<file path="src/verilog/flash_cmd_pkg.sv">
// Constants for the flash store command handler
package flash_cmd_pkg;
  localparam logic [7:0]  CMD_GEOMETRY_QUERY = 8'h00;
  localparam logic [7:0]  CMD_ERASE          = 8'h01;
  localparam logic [7:0]  RSP_GEOMETRY_REPLY = 8'h80;
  localparam logic [7:0]  RSP_ERASE_REPLY    = 8'h81;
  localparam logic [7:0]  RSP_CODE_FLAG      = 8'h80;
  localparam logic [7:0]  CLUSTER_MEMORY     = 8'h23;
  localparam logic [7:0]  ENDPOINT_DEVICE    = 8'hE6;
  localparam logic [15:0] STORE_BLOCKS       = 16'h0077;
  localparam logic [15:0] BLOCK_BYTES        = 16'h0200;
  localparam int          HEADER_BYTES       = 8;
  localparam int          OFS_CODE           = 0;
  localparam int          OFS_OPTION         = 1;
  localparam int          OFS_BLOCK          = 2;
  localparam int          OFS_INDEX          = 4;
  localparam int          OFS_COUNT          = 6;
  localparam int          STATUS_ERR_BIT     = 0;
  localparam logic [7:0]  STATUS_OK          = 8'h00;
  localparam logic [7:0]  STATUS_FAIL        = 8'h01;
endpackage

</file>
<file path="src/verilog/response_serializer.sv">
// Serialises the eight-byte response header most significant byte first
`timescale 1ns/1ps
module response_serializer (
  input  wire logic        mclk,
  input  wire logic        reset_n,
  input  wire logic        load,
  input  wire logic [7:0]  code,
  input  wire logic [7:0]  status,
  input  wire logic [15:0] block,
  input  wire logic [15:0] index,
  input  wire logic [15:0] count,
  output logic             busy,
  output logic [7:0]       rsp_data,
  output logic             rsp_valid,
  output logic             rsp_last,
  input  wire logic        rsp_ready
);
  import flash_cmd_pkg::*;
  logic [63:0] shift_q;
  logic [3:0]  left_q;

  always_ff @(posedge mclk or negedge reset_n) begin
    if (!reset_n) begin
      shift_q <= 64'h0;
      left_q  <= 4'h0;
    end else if (load && left_q == 4'h0) begin
      shift_q <= {code, status, block, index, count};
      left_q  <= 4'(HEADER_BYTES);
    end else if (rsp_valid && rsp_ready) begin
      shift_q <= {shift_q[55:0], 8'h00};
      left_q  <= left_q - 4'h1;
    end
  end

  assign busy      = left_q != 4'h0;
  assign rsp_valid = busy;
  assign rsp_data  = shift_q[63:56];
  assign rsp_last  = left_q == 4'h1;
endmodule

</file>
<file path="src/verilog/flash_store_command_handler.sv">
// Command interpreter for the block-organised flash store
// Notes on behaviour
// - Request: code, option, block number, byte index, count, then data bytes.
// - Two-byte fields travel most significant byte first.
// - Unicast request gets a unicast reply to the request's source endpoint.
// - Broadcast requests get no reply at all.
// - Reply layout mirrors request; offset 1 is status; code is reply code.
// - Count gives following data bytes, or requested bytes for a read.
// - Source endpoint 0xE6 or explicit mode means reply shown as explicit frame.
// - Geometry reply 0x80: block count, block size, count zero.
// - Status bit 0 marks failure; higher bits read zero.
// - Code 0x01 erases whole blocks to all ones.
// - Erase with count zero wipes every block, block number ignored.
// - Store holds 119 blocks of 512 bytes, reported by geometry reply.
// - Erase reply 0x81 echoes block and index, count zero.
`timescale 1ns/1ps
module flash_store_command_handler
#(
  parameter logic [15:0] BLOCKS     = flash_cmd_pkg::STORE_BLOCKS,
  parameter logic [15:0] BLOCK_SIZE = flash_cmd_pkg::BLOCK_BYTES
)
(
  input  wire logic        mclk,
  input  wire logic        reset_n,
  input  wire logic [7:0]  req_data,
  input  wire logic        req_valid,
  input  wire logic        req_last,
  input  wire logic        req_broadcast,
  input  wire logic [7:0]  req_src_endpoint,
  output logic             req_ready,
  output logic [7:0]       rsp_data,
  output logic             rsp_valid,
  output logic             rsp_last,
  input  wire logic        rsp_ready,
  output logic [7:0]       rsp_dst_endpoint,
  output logic             rsp_explicit,
  output logic [15:0]      erase_block,
  output logic             erase_req,
  input  wire logic        erase_done,
  input  wire logic        explicit_mode
);
  import flash_cmd_pkg::*;

  typedef enum logic [2:0] {ST_RECV, ST_DRAIN, ST_EXEC, ST_ERASE, ST_WAIT, ST_REPLY} state_t;

  state_t      state_q;
  logic [63:0] hdr_q;
  logic [3:0]  cnt_q;
  logic        bcast_q;
  logic [7:0]  src_q;
  logic [7:0]  code_q;
  logic [7:0]  status_q;
  logic [15:0] rblock_q;
  logic [15:0] rindex_q;
  logic [15:0] blk_q;
  logic [15:0] last_blk_q;
  logic        load;
  logic        ser_busy;
  logic        short_q;
  logic [3:0]  sent_q;
  logic [15:0] pulses_q;

  wire [7:0]  f_code  = hdr_q[63:56];
  wire [15:0] f_block = hdr_q[47:32];
  wire [15:0] f_index = hdr_q[31:16];
  wire [15:0] f_count = hdr_q[15:0];

  // Decided combinationally so the state walk never reads a stale status byte
  function automatic logic erase_out_of_range(input logic [15:0] count, input logic [15:0] block);
    return count != 16'h0 && block >= BLOCKS;
  endfunction

  assign req_ready = state_q == ST_RECV || state_q == ST_DRAIN;
  assign load      = state_q == ST_REPLY;

  // Header bytes shift in; data bytes past the header are consumed and dropped
  always_ff @(posedge mclk or negedge reset_n) begin
    if (!reset_n) begin
      hdr_q   <= 64'h0;
      cnt_q   <= 4'h0;
      bcast_q <= 1'b0;
      src_q   <= 8'h00;
      short_q <= 1'b0;
    end else if (req_valid && req_ready) begin
      if (cnt_q < 4'(HEADER_BYTES)) begin
        hdr_q <= {hdr_q[55:0], req_data};
        cnt_q <= cnt_q + 4'h1;
      end
      if (cnt_q == 4'h0) begin
        bcast_q <= req_broadcast;
        src_q   <= req_src_endpoint;
      end
      if (req_last) begin
        cnt_q <= 4'h0;
        // Frame ended inside the header
        short_q <= cnt_q < 4'(HEADER_BYTES - 1);
      end
    end
  end

  always_ff @(posedge mclk or negedge reset_n) begin
    if (!reset_n) begin
      state_q <= ST_RECV;
    end else begin
      unique case (state_q)
        ST_RECV: begin
          if (req_valid && req_last) begin
            // Short frames fall here too and are rejected in ST_EXEC
            state_q <= ST_EXEC;
          end
        end
        ST_DRAIN: begin
          state_q <= ST_RECV;
        end
        ST_EXEC: begin
          if (short_q) begin
            state_q <= ST_RECV;
          end else if (f_code == CMD_ERASE && !erase_out_of_range(f_count, f_block)) begin
            state_q <= ST_ERASE;
          end else if (bcast_q) begin
            state_q <= ST_RECV;
          end else begin
            state_q <= ST_REPLY;
          end
        end
        ST_ERASE: begin
          state_q <= ST_WAIT;
        end
        ST_WAIT: begin
          if (erase_done) begin
            if (blk_q != last_blk_q) begin
              state_q <= ST_ERASE;
            end else if (bcast_q) begin
              state_q <= ST_RECV;
            end else begin
              state_q <= ST_REPLY;
            end
          end
        end
        ST_REPLY: begin
          if (!ser_busy) begin
            state_q <= ST_RECV;
          end
        end
        default: state_q <= ST_RECV;
      endcase
    end
  end

  // Reply fields, decided in ST_EXEC once the last request byte has arrived
  always_ff @(posedge mclk or negedge reset_n) begin
    if (!reset_n) begin
      code_q   <= 8'h00;
      status_q <= STATUS_OK;
      rblock_q <= 16'h0;
      rindex_q <= 16'h0;
    end else if (state_q == ST_RECV && req_valid && req_last) begin
      status_q <= STATUS_OK;
      code_q   <= req_data | RSP_CODE_FLAG;
    end else if (state_q == ST_EXEC) begin
      code_q   <= f_code | RSP_CODE_FLAG;
      rindex_q <= f_index;
      rblock_q <= f_block;
      if (f_code == CMD_GEOMETRY_QUERY) begin
        rblock_q <= BLOCKS;
        rindex_q <= BLOCK_SIZE;
        status_q <= STATUS_OK;
      end else if (f_code == CMD_ERASE) begin
        if (erase_out_of_range(f_count, f_block)) begin
          status_q <= STATUS_FAIL;
        end else begin
          status_q <= STATUS_OK;
        end
      end else begin
        // Write and read are not handled here
        status_q <= STATUS_FAIL;
      end
    end
  end

  // Erase walks one block at a time through the flash port
  always_ff @(posedge mclk or negedge reset_n) begin
    if (!reset_n) begin
      blk_q      <= 16'h0;
      last_blk_q <= 16'h0;
    end else if (state_q == ST_EXEC) begin
      if (f_count == 16'h0) begin
        blk_q      <= 16'h0;
        last_blk_q <= BLOCKS - 16'h1;
      end else begin
        blk_q      <= f_block;
        last_blk_q <= f_block;
      end
    end else if (state_q == ST_WAIT && erase_done && blk_q != last_blk_q) begin
      blk_q <= blk_q + 16'h1;
    end
  end

  assign erase_req   = state_q == ST_ERASE;
  assign erase_block = blk_q;

  // Counts accepted reply bytes, so the length check needs no long repetition
  always_ff @(posedge mclk or negedge reset_n) begin
    if (!reset_n) begin
      sent_q <= 4'h0;
    end else if (rsp_valid && rsp_ready) begin
      sent_q <= rsp_last ? 4'h0 : sent_q + 4'h1;
    end
  end

  // Counts erase pulses of one command
  always_ff @(posedge mclk or negedge reset_n) begin
    if (!reset_n) begin
      pulses_q <= 16'h0;
    end else if (state_q == ST_EXEC) begin
      pulses_q <= 16'h0;
    end else if (erase_req) begin
      pulses_q <= pulses_q + 16'h1;
    end
  end

  always_ff @(posedge mclk or negedge reset_n) begin
    if (!reset_n) begin
      rsp_dst_endpoint <= 8'h00;
      rsp_explicit     <= 1'b0;
    end else if (load && !ser_busy) begin
      rsp_dst_endpoint <= src_q;
      rsp_explicit     <= src_q == ENDPOINT_DEVICE || explicit_mode;
    end
  end

  response_serializer u_ser (
    .mclk      (mclk),
    .reset_n   (reset_n),
    .load      (load && !ser_busy),
    .code      (code_q),
    .status    (status_q),
    .block     (rblock_q),
    .index     (rindex_q),
    .count     (16'h0),
    .busy      (ser_busy),
    .rsp_data  (rsp_data),
    .rsp_valid (rsp_valid),
    .rsp_last  (rsp_last),
    .rsp_ready (rsp_ready)
  );

  a_erase_one_block: assert property (@(posedge mclk) disable iff (!reset_n)
    erase_req |-> ##1 !erase_req) else $error("erase request longer than one cycle");
  a_range_check: assert property (@(posedge mclk) disable iff (!reset_n)
    erase_req |-> erase_block < BLOCKS) else $error("erase beyond store");
  a_status_bits: assert property (@(posedge mclk) disable iff (!reset_n)
    status_q[7:1] == 7'h0) else $error("reserved status bits set");
  a_bcast_silent: assert property (@(posedge mclk) disable iff (!reset_n)
    state_q == ST_EXEC && bcast_q |=> !load) else $error("broadcast answered");
  a_reply_flag: assert property (@(posedge mclk) disable iff (!reset_n)
    rsp_valid && !$past(rsp_valid) |-> rsp_data[7]) else $error("reply code flag missing");
  a_reply_len: assert property (@(posedge mclk) disable iff (!reset_n)
    $rose(rsp_valid) && rsp_ready |=> rsp_valid) else $error("reply too short");
  a_geom_vals: assert property (@(posedge mclk) disable iff (!reset_n)
    load && code_q == RSP_GEOMETRY_REPLY && status_q == STATUS_OK |-> rblock_q == BLOCKS && rindex_q == BLOCK_SIZE)
    else $error("geometry values wrong");
  a_dst_echo: assert property (@(posedge mclk) disable iff (!reset_n)
    load && !ser_busy |=> rsp_dst_endpoint == $past(src_q)) else $error("reply endpoint wrong");
  a_short_drop: assert property (@(posedge mclk) disable iff (!reset_n)
    state_q == ST_EXEC && short_q |=> state_q == ST_RECV) else $error("short frame executed");
  a_range_no_erase: assert property (@(posedge mclk) disable iff (!reset_n)
    state_q == ST_EXEC && f_code == CMD_ERASE && erase_out_of_range(f_count, f_block) |=> !erase_req)
    else $error("erase beyond store started");
  a_range_status: assert property (@(posedge mclk) disable iff (!reset_n)
    state_q == ST_EXEC && f_code == CMD_ERASE && erase_out_of_range(f_count, f_block)
    |=> status_q == STATUS_FAIL) else $error("range error not flagged");
  a_erase_hold: assert property (@(posedge mclk) disable iff (!reset_n)
    state_q == ST_WAIT && !erase_done |=> $stable(erase_block)) else $error("erase block moved early");
  a_walk_end: assert property (@(posedge mclk) disable iff (!reset_n)
    state_q == ST_WAIT && erase_done && blk_q == last_blk_q |=> !erase_req) else $error("erase walk overran");
  a_walk_count: assert property (@(posedge mclk) disable iff (!reset_n)
    state_q == ST_WAIT && erase_done && blk_q == last_blk_q
    |-> pulses_q == (f_count == 16'h0 ? BLOCKS : 16'h1)) else $error("wrong number of blocks erased");
  a_wait_silent: assert property (@(posedge mclk) disable iff (!reset_n)
    state_q == ST_WAIT && erase_done && bcast_q && blk_q == last_blk_q |=> !load)
    else $error("broadcast erase answered");
  a_explicit_flag: assert property (@(posedge mclk) disable iff (!reset_n)
    load && !ser_busy |=> rsp_explicit == ($past(src_q) == ENDPOINT_DEVICE || $past(explicit_mode)))
    else $error("explicit flag wrong");
  a_count_zero: assert property (@(posedge mclk) disable iff (!reset_n)
    rsp_valid && rsp_last |-> rsp_data == 8'h00) else $error("reply count not zero");
  a_erase_echo: assert property (@(posedge mclk) disable iff (!reset_n)
    load && code_q == RSP_ERASE_REPLY |-> rblock_q == f_block && rindex_q == f_index)
    else $error("erase reply fields not echoed");
  a_reply_eight: assert property (@(posedge mclk) disable iff (!reset_n)
    rsp_valid && rsp_ready && rsp_last |-> sent_q == 4'(HEADER_BYTES - 1)) else $error("reply not eight bytes");

  c_geometry: cover property (@(posedge mclk) load && code_q == RSP_GEOMETRY_REPLY);
  c_erase_all: cover property (@(posedge mclk) erase_req && erase_block == BLOCKS - 16'h1);
  c_erase_err: cover property (@(posedge mclk) load && status_q == STATUS_FAIL);
  c_short_drop: cover property (@(posedge mclk) state_q == ST_EXEC && short_q);
  c_bcast_erase: cover property (@(posedge mclk) state_q == ST_WAIT && erase_done && bcast_q);
endmodule

</file>
<file path="config.mk">
export PLATFORM = sky130hd
export DESIGN_NAME = flash_store_command_handler
export DESIGN_NICKNAME = d
export VERILOG_FILES = /design/src/verilog/flash_cmd_pkg.sv /design/src/verilog/response_serializer.sv /design/src/verilog/flash_store_command_handler.sv
export SDC_FILE = /design/constraint.sdc
export NUM_CORES = 1
export LEC_CHECK = 0
export BUFFER_PORTS_ARGS = -buffer_cell sky130_fd_sc_hd__buf_2
export CORE_MARGIN = 1
export CORE_UTILIZATION = 43
export CTS_CLUSTER_SIZE = 8
export DETAILED_ROUTE_END_ITERATION = 8
export GPL_TIMING_DRIVEN = 1
export HOLD_SLACK_MARGIN = 0.12
export PLACE_DENSITY = 0.56
export SLEW_MARGIN = 20
export SYNTH_ARGS = -nofsm -noshare
export SYNTH_HDL_FRONTEND = slang
export SYNTH_SLANG_ARGS = --single-unit
</file>
<file path="constraint.sdc">
create_clock -name mclk -period 2.4 [get_ports mclk]
set_clock_uncertainty 0.15 [all_clocks]
set_input_delay 0.12 -clock mclk [delete_from_list [all_inputs] [get_ports mclk]]
set_output_delay 0.12 -clock mclk [all_outputs]
set_load 0.005 [all_outputs]
</file>
==> out/results.txt <==
run status = completed
CP Max Fanout = 3
Sequential cell area = 5380 um^2
final worst slack = 0.204 ns
Yosys cell types = 56
Leakage = 0.00509 uW
Slew headroom = 24.0%
CP Data Required Time = 2.70 ns
HP Class = input pin to flop
Die Height = 148 um
Post-CTS Setup Inserts = 0
DRT iter0 DRCs = 412
post-synthesis sequential area ratio = 58.3%
FF+latch count, synth = 215
row cnt = 53
total grt overflow = 0
fillers = 1814
DIE AREA = 22000 um^2
Worst-Skew Late Latency = 0.54 ns
slew at the pin closest to its max-slew limit = 1.13 ns
Starting Density = 43.9%
root buffer cell = clkbuf_16
Reg clk slew, reported paths = 0.05 ns
setup TNS = 0 ns
total iterations of the first detailed-routing run = 5
Post-Place Setup Slack = 0.0896 ns
Final Max Slew Viols = 0
Most used DFF post-synth = dfrtp_1
P&R area growth vs syn = 19.7%
wire per inst = 19.1 um
hold depth = 3
Critical Path AT = 2.50 ns
Gate Count Post-Synth = 760
Total GRT Usage = 20.7%
final cycle utilization of the critical path = 91.5%
asr flop ratio synth = 100%
initial antenna violation count = 0
FMAX = 455 MHz
drc violations = 0
port bufs = 60
CTS HTree Levels = 1
Post-synth EDFFs = 0
NumNets Final = 891
R2R depth = 5
Chip Width = 148 um
Startpoint Class = flop
GP Congestion = 0.862
setup violators final = 0
yosys warns = 0
Clock Tree Buf Depth = 3
Mean Syn Cell Area = 12.1 um^2
Worst setup EP type = flop
global-route wire length before repair = 36000 um
Fin. Hold Viols = 0
largest net degree at the start of global routing = 64
clock buffers created by TritonCTS = 30
Tmin final = 2.20 ns
core area = 21000 um^2
# IOs = 61
RSZ-0062 raised after global routing = no
Routed WL = 21700 um
PwrDens = 1320 nW/um^2
ANT nets after route = 0
Post-Syn Area = 9220 um^2
layout cells sized above 1 = 25.7%
VDD IR max = 0.000658 V
syn_nets = 790
vias in the first global route = 6420
WS Path Type = flop to flop
Final HPWL DP = 14900 um
TritonCTS clock tree = built
n_diodes = 0
via/cell ratio = 5.52
clock sink count = 215
vias = 6276
Max Cap Viol = 0
Multi-input gate area = 3590 um^2
synthesized netlist by cell type, types with 9 or more instances:
cell	number	area, um^2
a22o_1	40	350
buf_2	15	75.1
xnor2_1	19	166
o21ai_0	48	240
mux2i_1	32	320
nand3_1	9	45.0
clkbuf_1	22	82.6
nand2_1	106	398
dfrtp_1	215	5380
a22oi_1	12	90.1
nor2_1	12	45.0
o22a_1	15	131
mux2_2	80	901
a21oi_1	16	80.1
sequential cells by signal, summed over array words and instances, names as in the netlist:
signal,count
status_q,1
rsp_explicit,1
rsp_dst_endpoint,8
short_q,1
rblock_q,16
src_q,8
hdr_q,64
state_q,3
last_blk_q,16
u_ser.shift_q,48
rindex_q,16
code_q,8
u_ser.left_q,4
bcast_q,1
erase_block,16
cnt_q,4
worst paths after layout:
kind                                    from                 to  slack, ns
setup / recovery                   hdr_q[58]         state_q[0]       0.20
hold / removal                   req_data[7]           hdr_q[7]       0.20
setup reg to reg                   hdr_q[58]         state_q[0]       0.20
hold reg to reg            u_ser.shift_q[63]  u_ser.shift_q[63]       0.32
max in group asynchronous            reset_n          hdr_q[28]       1.14
min in group asynchronous            reset_n       rsp_explicit       0.61
power breakdown:
group	internal, uW	switching [uW]
Clock	2230	1420
Sequential	4990	1220
Combinational	2360	2300
cells by family (layout without fill, tap and decap cells):
family	after synthesis	count (layout)	share of synthesized area [%]
AOI/OAI and AO/OA	168	168	13.3
xor gates and xnor gates	20	20	1.98
adders and majority gates	6	6	0.814
buffers and inverters	61	162	3.17
DFF	215	215	58.3
muxes	112	112	13.2
and+or+nand+nor	178	178	9.14
critical path, stage by stage, from the launching register on:
cell and delay [ns]:
dfrtp_1 0.39, or4_1 0.57, nor4_4 0.27, nand3_1 0.20
o32a_1 0.34, a22oi_1 0.19
area by class of cell:
type / instances / area share (%)
multi-input cells: 484 / 32.5
clock buffers: 32 / 7.06
inverters: 9 / 0.306
repair buffers: 121 / 8.26
well taps: 275 / 3.12
flip-flops and latches: 215 / 48.7
routing by layer:
layer | GRT usage, % | part of all wire [%] | vias to the layer above
met5 | 0 | 0 | -
met4 | 5.00 | 2.0 | 0
met3 | 3.07 | 3.4 | 29
met2 | 31.9 | 45 | 119
met1 | 30.8 | 49 | 3186
li1 | - | - | 2942
cell usage in the layout (no fill, tap or decap), types with 2 or more instances in the layout:
cell type and count:
a31oi_1 5, a41o_1 3, ha_1 6, a21oi_1 15, nor2_1 10, buf_12 5, clkbuf_16 31, nor2_4 3
nand4_1 7, a2bb2oi_1 4, o311a_1 5, a22oi_1 12, buf_2 59, nand3_1 9, dlygate4sd3_1 25, nand2b_1 3
o22ai_1 2, and2_1 7, o21ai_0 48, o2bb2a_1 3, mux2i_1 32, nor4_4 2, dfrtp_1 215, and3_1 5
nor2b_1 2, inv_1 8, nor4_1 8, o22a_1 15, nand2_1 106, a41oi_1 2, xnor2_1 19, mux2_2 80
buf_4 30, a21o_1 3, a22o_1 40, nor3_1 8
what timing repair did:
| item | CTS | global route |
|---|---|---|
| endpoints found under the hold margin | 261 | 0 |
| endpoints found under the setup margin | 0 | 4 |
| resized for setup | 0 | 2 |
| hold buffers | 26 | 0 |
per-stage QoR:
stage	instance area [um^2]	total power, uW	instances	util [%]	hold slack [ns]
floorplan	9220	9140	760	-	-0.326
global placement	9960	10700	1078	47.4	-0.0411
detailed placement	9970	10900	1078	47.4	-0.0384
CTS	11000	14600	1136	52.5	0.188
global route	11000	15400	1136	52.5	0.188
finish	11000	14500	1136	52.5	0.199
Note: power is estimated with default switching activity, not from simulation.
